==> src/verilog/zcd_pkg.sv <==
// package: constants for the crossing detector logic
// ----------------------------------------------------------------------------
// How it works
// analog sink level enters as raw input
// logic out equals sink level normally
// invert control flips the logic output
// inversion applies even while detector disabled
// edges detected after polarity inversion
// separate rise and fall detectors, each enabled
// qualified edge sets sticky crossing flag
// request needs flag and three enables
// invert write may create edge, set flag
// software clears flag; hardware never does
// set wins over simultaneous clear
// software disables pin pull-up before use
// control bits 7,5,4,1,0; rest zero
// enabled detector owns pin, else normal
// enable resets per default-off strap
// logic keeps running during sleep
// two-stage synchronizer on raw level
// edge pulse from current vs previous
// ----------------------------------------------------------------------------
package zcd_pkg;
  localparam logic [11:0] ZCD_CTRL_OFS = 12'h000;
  localparam logic [11:0] ZCD_STAT_OFS = 12'h004;
  localparam logic [11:0] ZCD_MASK_OFS = 12'h008;
  localparam logic [11:0] ZCD_GATE_OFS = 12'h00C;
  localparam int ZCD_EN_BIT = 7;
  localparam int ZCD_OUT_BIT = 5;
  localparam int ZCD_INV_BIT = 4;
  localparam int ZCD_RISE_BIT = 1;
  localparam int ZCD_FALL_BIT = 0;
  localparam int ZCD_GLOBAL_BIT = 1;
  localparam int ZCD_PERIPH_BIT = 0;
  localparam logic [7:0] ZCD_CTRL_WMASK = 8'h93;
  localparam logic [7:0] ZCD_CTRL_RST = 8'h00;
  localparam logic [1:0] ZCD_GATE_RST = 2'h0;
  localparam int ZCD_SYNC_STAGES = 2;
endpackage

==> src/verilog/zcd_sync.sv <==
// two-flop level synchronizer
`timescale 1ns/1ps
`default_nettype none
module zcd_sync #(
  parameter int STAGES = 2
) (
  input wire logic clk,
  input wire logic rst_n,
  input wire logic d,
  output logic q
);
  logic [STAGES-1:0] sr_q;
  always_ff @(posedge clk or negedge rst_n)
  begin
    if (!rst_n)
    begin
      sr_q <= '0;
    end
    else
    begin
      sr_q <= {sr_q[STAGES-2:0], d};
    end
  end
  assign q = sr_q[STAGES-1];
endmodule // zcd_sync
`default_nettype wire

==> src/verilog/zcd_edge.sv <==
// edge detector on the polarity-adjusted output
`timescale 1ns/1ps
`default_nettype none
module zcd_edge (
  input wire logic clk,
  input wire logic rst_n,
  input wire logic level,
  output logic rise,
  output logic fall
);
  logic prev_q;
  logic seen_q;
  always_ff @(posedge clk or negedge rst_n)
  begin
    if (!rst_n)
    begin
      prev_q <= 1'b0;
      seen_q <= 1'b0;
    end
    else
    begin
      prev_q <= level;
      seen_q <= 1'b1;
    end
  end
  // no edge reported on the first sample after reset
  assign rise = seen_q & level & ~prev_q;
  assign fall = seen_q & ~level & prev_q;
endmodule // zcd_edge
`default_nettype wire

==> src/verilog/zcd_logic.sv <==
// crossing detector digital logic with apb registers
`timescale 1ns/1ps
`default_nettype none
module zcd_logic (
  input wire logic clk,
  input wire logic rst_n,
  input wire logic psel,
  input wire logic penable,
  input wire logic pwrite,
  input wire logic [11:0] paddr,
  input wire logic [31:0] pwdata,
  input wire logic [3:0] pstrb,
  output logic [31:0] prdata,
  output logic pready,
  output logic pslverr,
  input wire logic sink_active_raw,
  input wire logic detector_default_off,
  output logic detector_active,
  output logic crossing_logic_out,
  output logic irq
);
  import zcd_pkg::*;

  // --------------------------------------------------------------------------
  // bus decode
  // --------------------------------------------------------------------------
  wire access_w = psel & penable;
  wire wr_w = access_w & pwrite & pstrb[0];
  wire sel_ctrl = paddr == ZCD_CTRL_OFS;
  wire sel_stat = paddr == ZCD_STAT_OFS;
  wire sel_mask = paddr == ZCD_MASK_OFS;
  wire sel_gate = paddr == ZCD_GATE_OFS;
  wire mapped_w = sel_ctrl | sel_stat | sel_mask | sel_gate;
  wire wr_ctrl = wr_w & sel_ctrl;
  wire wr_stat = wr_w & sel_stat;
  wire wr_mask = wr_w & sel_mask;
  wire wr_gate = wr_w & sel_gate;

  // --------------------------------------------------------------------------
  // control state
  // --------------------------------------------------------------------------
  logic [7:0] ctrl_q;
  logic [1:0] gate_q;
  logic crossing_irq_enable_q;
  logic crossing_irq_flag_q;
  logic strap_done_q;
  logic [31:0] prdata_q;
  logic out_q;

  always_ff @(posedge clk or negedge rst_n)
  begin
    if (!rst_n)
    begin
      ctrl_q <= ZCD_CTRL_RST;
      strap_done_q <= 1'b0;
    end
    else if (!strap_done_q)
    begin
      // strap caught on first edge after release
      strap_done_q <= 1'b1;
      ctrl_q[ZCD_EN_BIT] <= ~detector_default_off;
    end
    else if (wr_ctrl)
    begin
      ctrl_q <= pwdata[7:0] & ZCD_CTRL_WMASK;
    end
  end

  always_ff @(posedge clk or negedge rst_n)
  begin
    if (!rst_n)
    begin
      gate_q <= ZCD_GATE_RST;
      crossing_irq_enable_q <= 1'b0;
    end
    else
    begin
      if (wr_gate)
      begin
        gate_q <= pwdata[1:0];
      end
      if (wr_mask)
      begin
        crossing_irq_enable_q <= pwdata[0];
      end
    end
  end

  // --------------------------------------------------------------------------
  // detector path
  // --------------------------------------------------------------------------
  logic sink_sync;
  logic rise_pulse;
  logic fall_pulse;

  // raw level is the analog sink state
  zcd_sync #(.STAGES(ZCD_SYNC_STAGES)) u_sync (
    .clk(clk),
    .rst_n(rst_n),
    .d(sink_active_raw),
    .q(sink_sync)
  );

  // polarity applies regardless of enable; also runs in sleep
  wire invert_w = ctrl_q[ZCD_INV_BIT];
  wire out_w = sink_sync ^ invert_w;

  always_ff @(posedge clk or negedge rst_n)
  begin
    if (!rst_n)
    begin
      out_q <= 1'b0;
    end
    else
    begin
      out_q <= out_w;
    end
  end

  // a write to the invert bit flips out_w and yields an edge
  zcd_edge u_edge (
    .clk(clk),
    .rst_n(rst_n),
    .level(out_w),
    .rise(rise_pulse),
    .fall(fall_pulse)
  );

  wire rise_hit = rise_pulse & ctrl_q[ZCD_RISE_BIT];
  wire fall_hit = fall_pulse & ctrl_q[ZCD_FALL_BIT];
  wire set_flag = rise_hit | fall_hit;
  wire clr_flag = wr_stat & pwdata[0];

  // --------------------------------------------------------------------------
  // sticky flag
  // --------------------------------------------------------------------------
  always_ff @(posedge clk or negedge rst_n)
  begin
    if (!rst_n)
    begin
      crossing_irq_flag_q <= 1'b0;
    end
    else if (set_flag)
    begin
      crossing_irq_flag_q <= 1'b1;
    end
    else if (clr_flag)
    begin
      crossing_irq_flag_q <= 1'b0;
    end
  end

  // --------------------------------------------------------------------------
  // read data
  // --------------------------------------------------------------------------
  wire [7:0] ctrl_rd = {ctrl_q[7:6], out_q, ctrl_q[4:0]};
  logic [31:0] rd_mux;
  always_comb
  begin
    rd_mux = 32'h00000000;
    if (sel_ctrl)
    begin
      rd_mux = {24'h000000, ctrl_rd};
    end
    else if (sel_stat)
    begin
      rd_mux = {31'h00000000, crossing_irq_flag_q};
    end
    else if (sel_mask)
    begin
      rd_mux = {31'h00000000, crossing_irq_enable_q};
    end
    else if (sel_gate)
    begin
      rd_mux = {30'h00000000, gate_q};
    end
  end

  always_ff @(posedge clk or negedge rst_n)
  begin
    if (!rst_n)
    begin
      prdata_q <= 32'h00000000;
    end
    else if (psel & ~penable & ~pwrite)
    begin
      prdata_q <= rd_mux;
    end
  end

  // --------------------------------------------------------------------------
  // outputs
  // --------------------------------------------------------------------------
  assign prdata = prdata_q;
  assign pready = 1'b1;
  assign pslverr = access_w & ~mapped_w;
  assign crossing_logic_out = out_q;
  assign detector_active = ctrl_q[ZCD_EN_BIT];
  assign irq = crossing_irq_flag_q & crossing_irq_enable_q
             & gate_q[ZCD_PERIPH_BIT] & gate_q[ZCD_GLOBAL_BIT];

endmodule // zcd_logic
`default_nettype wire

==> config.mk <==
export PLATFORM = sky130hd
export DESIGN_NAME = zcd_logic
export DESIGN_NICKNAME = d
export VERILOG_FILES = /design/src/verilog/zcd_pkg.sv /design/src/verilog/zcd_sync.sv /design/src/verilog/zcd_edge.sv /design/src/verilog/zcd_logic.sv
export SDC_FILE = /design/constraint.sdc
export NUM_CORES = 1
export LEC_CHECK = 0
export CELL_PAD_IN_SITES_DETAIL_PLACEMENT = 1
export CELL_PAD_IN_SITES_GLOBAL_PLACEMENT = 1
export CORE_AREA = 5 5 70 72
export CTS_CLUSTER_SIZE = 20
export DETAILED_ROUTE_END_ITERATION = 10
export DIE_AREA = 0 0 75 77
export DONT_BUFFER_PORTS = 1
export PLACE_DENSITY_LB_ADDON = 0.12
export SYNTH_ARGS = -nofsm -noshare
export SYNTH_HDL_FRONTEND = slang
export SYNTH_SLANG_ARGS = --single-unit
==> constraint.sdc <==
create_clock -name clk -period 1.95 [get_ports clk]
set_input_delay 0.195 -clock clk [delete_from_list [all_inputs] [get_ports clk]]
set_output_delay 0.195 -clock clk [all_outputs]
set_load 0.005 [all_outputs]
==> results.toml, run 1 <==
[run_status]
status = "completed"

[timing]
slew_viol_final = 0
clock-skew-final_ns = 0.00222
finalHoldViolations = 0
period_minus_slack_ns = 1.53
period_share_pct = 78.4
finalSetupViolations = 0
relSlewSlack_pct = 45.8
timing.fmax_ghz = 0.654
fin_tns_setup_ns = 0
grt_setup_unrepaired = "false"
worst_slew_pin_slew_ns = 0.810

[cells_and_area]
fillCellCount = 494
nets = 158
area_delta_synth_final_pct = 2.90
antenna_cells = 0
final_util_pct = 24.1
fin_cells = 154
drive_gt1_share_pct = 15.7

[global_routing]
grt_max_degree = 18
track_usage_pct = 7.56
grt-ovfl-total = 0
grt_pass1_wl_um = 3330
antenna_found_initial = 0
grt_pass1_vias = 654

[critical_path]
critPathKind = "input pin to flop"
start_kind = "input pin"
crit_chain = "or4_4 > nor4_4 > nand3_2 > mux2_2"
cp_slowest_cell = "or4_4"
crit-reg2reg-launch = "ctrl_q[0]$_DFFE_PN0P_"
worstRegToRegCells = 4
worstPathMaxFanout = 4
arrival_ns = 1.67
max_stage_delay_ns = 0.54
reg2reg_slack_ns = 0.47
r2r-end = "prdata[0]$_DFFE_PN0P_"
required_ns = 2.09
critPathCaptureType = "flop"
worstSetupStartpoint = "paddr[5]"
endpoint = "ctrl_q[4]$_DFFE_PN0P_"

[detailed_routing]
vias = 612
wl_met1_um = 708
wl_um = 2160
wire_per_inst_um = 14.0
drc = 0
met3_length_um = 253
top_layer_used = "met4"
drt_iter0_markers = 3
detail_route.vias_per_cell = 3.97
first_pass_iters = 3
ant_nets = 0
met2_length_um = 1160

[synth]
yosysWarningCount = 0
syn_inst = 96
ys_ff_latch = 17
syn_area_per_cell_um2 = 10.3
synth-seq-area-share_pct = 42.8
netlist_area_um2 = 993
ys_types = 28

[clocking]
clk_path_buf_depth = 2
clk_latency_ns = 0.25
ctsResizeCount = 0
post_cts_buffers = 0
tritoncts = "done"
htree_levels = 1
clockRootBuffer = "clkbuf_8"
path_clk_slew_ns = 0.06
numCtsBuffers = 3
cts_num_sinks = 17

[die]
die-area_um2 = 5780
die_w_um = 75
die_y_um = 77
io_pins = 92
start_util_pct = 23.5
rows = 24
core_area_um2 = 4230

[worst_hold_path]
hp-class = "input pin to flop"

[place]
hpwlAfterDp_um = 1800
io_buffer_count = 0
dp.cells = 148
place.gp.congestion = 0.711

[power]
p_total_w = 0.000671
power_density_nw_per_um2 = 656
max-vdd-ir-drop_v = 0.000341
p_leak_nw = 0.484

[job]
maxCapViolations = 0
## power breakdown
group          leakage (nW)  internal [W]  switching [W]
clock network        0.0228      0.000145       0.000116
logic                 0.235     0.0000136      0.0000321
registers             0.226      0.000359     0.00000514
## worst max-delay path, delay by kind of cell
kind | cells | cell delay [ns]
simple gates | 3 | 1.17
mux | 1 | 0.31
## registers in the layout, summed over array words and instances, names as in the netlist
register and count:
crossing_irq_enable_q 1, u_edge.seen_q 1, gate_q 2, crossing_irq_flag_q 1, ctrl_q 4, prdata 5, u_sync.sr_q 2, u_edge.prev_q 1
## cells in the final DEF, fill, tap and decap left out, types with 2 or more instances in the layout
cell | synthesis | routed
conb_1 | 2 | 29
dfrtp_1 | 17 | 17
nand2_1 | 13 | 13
mux2_2 | 7 | 7
nor2_1 | 3 | 3
nand3_1 | 3 | 3
clkbuf_8 | 0 | 3
o21ai_0 | 2 | 2
a22o_1 | 2 | 2
dlygate4sd3_1 | 0 | 2
## cell usage after synthesis, drive strengths merged
| cell | n | area [um^2] |
|---|---|---|
| nand3 | 4 | 25.0 |
| and4 | 1 | 8.76 |
| or4 | 2 | 18.8 |
| a21oi | 1 | 5.00 |
| o22ai | 1 | 6.26 |
| conb | 2 | 7.51 |
| nand4 | 1 | 6.26 |
| a22o | 2 | 17.5 |
| xor2 | 1 | 8.76 |
| and2 | 1 | 6.26 |
| mux2 | 7 | 78.8 |
| nor2 | 3 | 11.3 |
| o31ai | 1 | 7.51 |
| nand3b | 1 | 7.51 |
| o21ai | 2 | 10.0 |
| buf | 28 | 210 |
| or3 | 1 | 6.26 |
| dfrtp | 17 | 425 |
| mux4 | 1 | 22.5 |
| nand2 | 13 | 48.8 |
| nor4 | 1 | 21.3 |
| nor3 | 1 | 5.00 |
| or2 | 1 | 6.26 |
| mux2i | 1 | 10.0 |
| nand4b | 1 | 8.76 |
| inv | 1 | 3.75 |
## routing by layer
layer  GRT usage, %  vias to the layer above
met2           12.6                       34
met1           8.24                      290
met4           3.20                        0
li1               -                      283
met3           3.01                        5
met5              0                        -
## cells by family (layout without fill, tap and decap cells)
kind of cell	Yosys count	count (layout)	share of synthesized area [%]
AND/OR/NAND/NOR	31	31	18.1
buffers and inverters	29	8	21.5
flip-flops	17	17	42.8
multiplexers	9	9	11.2
AO/OA/AOI/OAI	7	7	4.66
other	2	29	0.756
XOR/XNOR	1	1	0.882
## through the flow
stage | cell area, um^2 | setup WS, ns | hold WS (ns)
global placement | 957 | 0.168 | -0.100
global route | 1020 | 0.367 | 0.0787
CTS | 1020 | 0.422 | 0.0802
detailed placement | 957 | 0.153 | -0.100
finish | 1020 | 0.420 | 0.0896
floorplan | 1090 | 0.318 | -0.101
## how the worst min path moves through the flow
stage | start | end | slack, ns | cells past startpoint
3_5_place_dp | rst_n | crossing_irq_enable_q$_DFFE_PN0P_ | -0.1 | 0
5_1_grt | pwdata[1] | gate_q[1]$_DFFE_PN0P_ | 0.08 | 1
3_3_place_gp | rst_n | gate_q[1]$_DFFE_PN0P_ | -0.1 | 0
4_1_cts | pwdata[0] | ctrl_q[0]$_DFFE_PN0P_ | 0.08 | 1
2_1_floorplan | rst_n | crossing_irq_enable_q$_DFFE_PN0P_ | -0.10 | 0
6_report | pwdata[0] | ctrl_q[0]$_DFFE_PN0P_ | 0.09 | 1
## final cells by class
type | instances | area, um^2 | area share [%]
repair buffers | 3 | 27.5 | 2.69
flip-flops and latches | 17 | 425 | 41.6
well taps | 52 | 65.1 | 6.36
clock buffers | 4 | 45.0 | 4.41
multi-input cells | 77 | 455 | 44.6
inverters | 1 | 3.75 | 0.367
## what timing repair did
item / 4_1_cts / 5_1_grt
hold buffers: 2 / 0
endpoints found under the hold margin: 18 / 0
endpoints found under the setup margin: 0 / 0
No activity file was read; power rests on OpenSTA's default activity.
==> inputs of run 2 (changes only) <==
- clock period: 1.95 -> 1.38 ns (I/O delays scaled with it)
==> results.toml, run 2 (synthesized netlist as in run 1, its figures left out) <==
[place]
io_buffer_count = 0
hpwlAfterDp_um = 1770
dp.cells = 150
place.gp.congestion = 0.747

[timing]
grt_setup_unrepaired = "true"
finalSetupViolations = 1
fin_ws_ns = -0.0334
fin_tns_setup_ns = -0.0334
clock-skew-final_ns = 0.000825
finalHoldViolations = 0
period_minus_slack_ns = 1.41
timing.fmax_ghz = 0.707
worst_slew_pin_slew_ns = 0.785
period_share_pct = 102
slew_viol_final = 0
relSlewSlack_pct = 47.5
finalHoldWorstSlack_ns = 0.0393

[detailed_routing]
ant_nets = 0
wire_per_inst_um = 13.3
vias = 626
wl_um = 2090
drc = 0
first_pass_iters = 4
detail_route.vias_per_cell = 3.99
drt_iter0_markers = 5

[power]
pwr-share-clk_pct = 38.4
pwr-share-seq_pct = 54.7
power_density_nw_per_um2 = 882
cellInternalPower_w = 0.000732
p_leak_nw = 0.501
swShare_pct = 22.4
p_total_w = 0.000943
max-vdd-ir-drop_v = 0.000622
power.switching_w = 0.000211
pwr-share-comb_pct = 6.9

[critical_path]
start_kind = "flop"
required_ns = 1.52
critPathKind = "flop to flop"
critPathCaptureType = "flop"
arrival_ns = 1.55
reg2reg_slack_ns = -0.03
worstPathMaxFanout = 2

[die]
io_pins = 92
die_y_um = 77
core_area_um2 = 4230
die_w_um = 75
die-area_um2 = 5780
start_util_pct = 23.5
rows = 24

[global_routing]
antenna_found_initial = 0
grt_pass1_wl_um = 3420
grt_max_degree = 18
track_usage_pct = 7.66
grt_pass1_vias = 659
grt-ovfl-total = 0

[cells_and_area]
final_common_cell = "conb_1"
largest_register_ffs = 5
final_util_pct = 25.2
nets = 161
drive_gt1_share_pct = 21.9
area_delta_synth_final_pct = 7.56
antenna_cells = 0
final_cell_mix = "29 x conb_1, 17 x dfrtp_1, 12 x nand2_1"
fin_cells = 157

[worst_hold_path]
hp-class = "input pin to flop"

[run_status]
status = "finished with violations"
violations = "setup timing"

[clocking]
clk_path_buf_depth = 2
cts_num_sinks = 17
clockRootBuffer = "clkbuf_8"
path_clk_slew_ns = 0.06
htree_levels = 1
tritoncts = "done"
clk_latency_ns = 0.24
numCtsBuffers = 3

[job]
maxCapViolations = 0
## run 2: cell types whose count changed in the layout (fill, tap and decap cells not counted)
cell / previous run / this run
buf_4: 1 / 4
nand2_1: 13 / 12
nand2_2: 0 / 1
nand3_1: 3 / 1
nand3_2: 1 / 2
nand3_4: 0 / 1
or4_1: 1 / 0
or4_4: 1 / 2
## run 2: repair_timing
item,4_1_cts,5_1_grt
hold buffers,2,0
cloned,0,0
endpoints found under the setup margin,7,7
pin swaps,2,0
hold endpoints to repair,18,0
setup buffers,1,0
resized for setup,1,2
## run 2: metal layers
layer | wire length, um | vias up | GRT usage (%)
li1 | - | 290 | -
met3 | 265 | 2 | 3.92
met5 | 0 | - | 0
met2 | 1100 | 39 | 13.4
met1 | 710 | 295 | 8.24
met4 | 8 | 0 | 1.07
## run 2: path summary, 6_finish.rpt
check,startpoint,endpoint,cells after the start
worst max-delay path,ctrl_q[0]$_DFFE_PN0P_,prdata[0]$_DFFE_PN0P_,4
worst min-delay path,pwdata[4],ctrl_q[4]$_DFFE_PN0P_,1
worst max register to register,ctrl_q[0]$_DFFE_PN0P_,prdata[0]$_DFFE_PN0P_,4
worst min register to register,u_sync.sr_q[0]$_DFF_PN0_,u_sync.sr_q[1]$_DFF_PN0_,0
max in group asynchronous,rst_n,ctrl_q[1]$_DFFE_PN0P_,1
min in group asynchronous,rst_n,crossing_irq_enable_q$_DFFE_PN0P_,1
## run 2: cell type report
cell class / count / area, um^2
sequential: 17 / 425
inverter: 1 / 3.75
fill: 510 / 3170
timing repair buffer: 6 / 50.0
tap: 52 / 65.1
multi-input combinational: 77 / 479
clock buffer: 4 / 45.0
## run 2: power groups by stage
stage | Clock, W | Sequential (W) | Combinational (W)
floorplan | 0 | 0.000522 | 0.000102
global placement | 0 | 0.000525 | 0.0000492
detailed placement | 0 | 0.000525 | 0.0000492
CTS | 0.000377 | 0.000516 | 0.0000643
global route | 0.000410 | 0.000516 | 0.0000793
finish | 0.000362 | 0.000516 | 0.0000654
## run 2: per-stage QoR
stage / worst slack, ns / cell area (um^2)
after floorplan: -0.181 / 1100
after global placement: -0.300 / 981
after detailed placement: -0.336 / 981
after CTS: -0.0573 / 1060
after global routing: -0.0981 / 1070
final: -0.0334 / 1070
## run 2: worst max-delay path: stages, from the launching register on
cell     delay, ns
dfrtp_1       0.39
or3_1         0.31
mux4_2        0.47
nand3_2       0.09
nand2_2       0.05
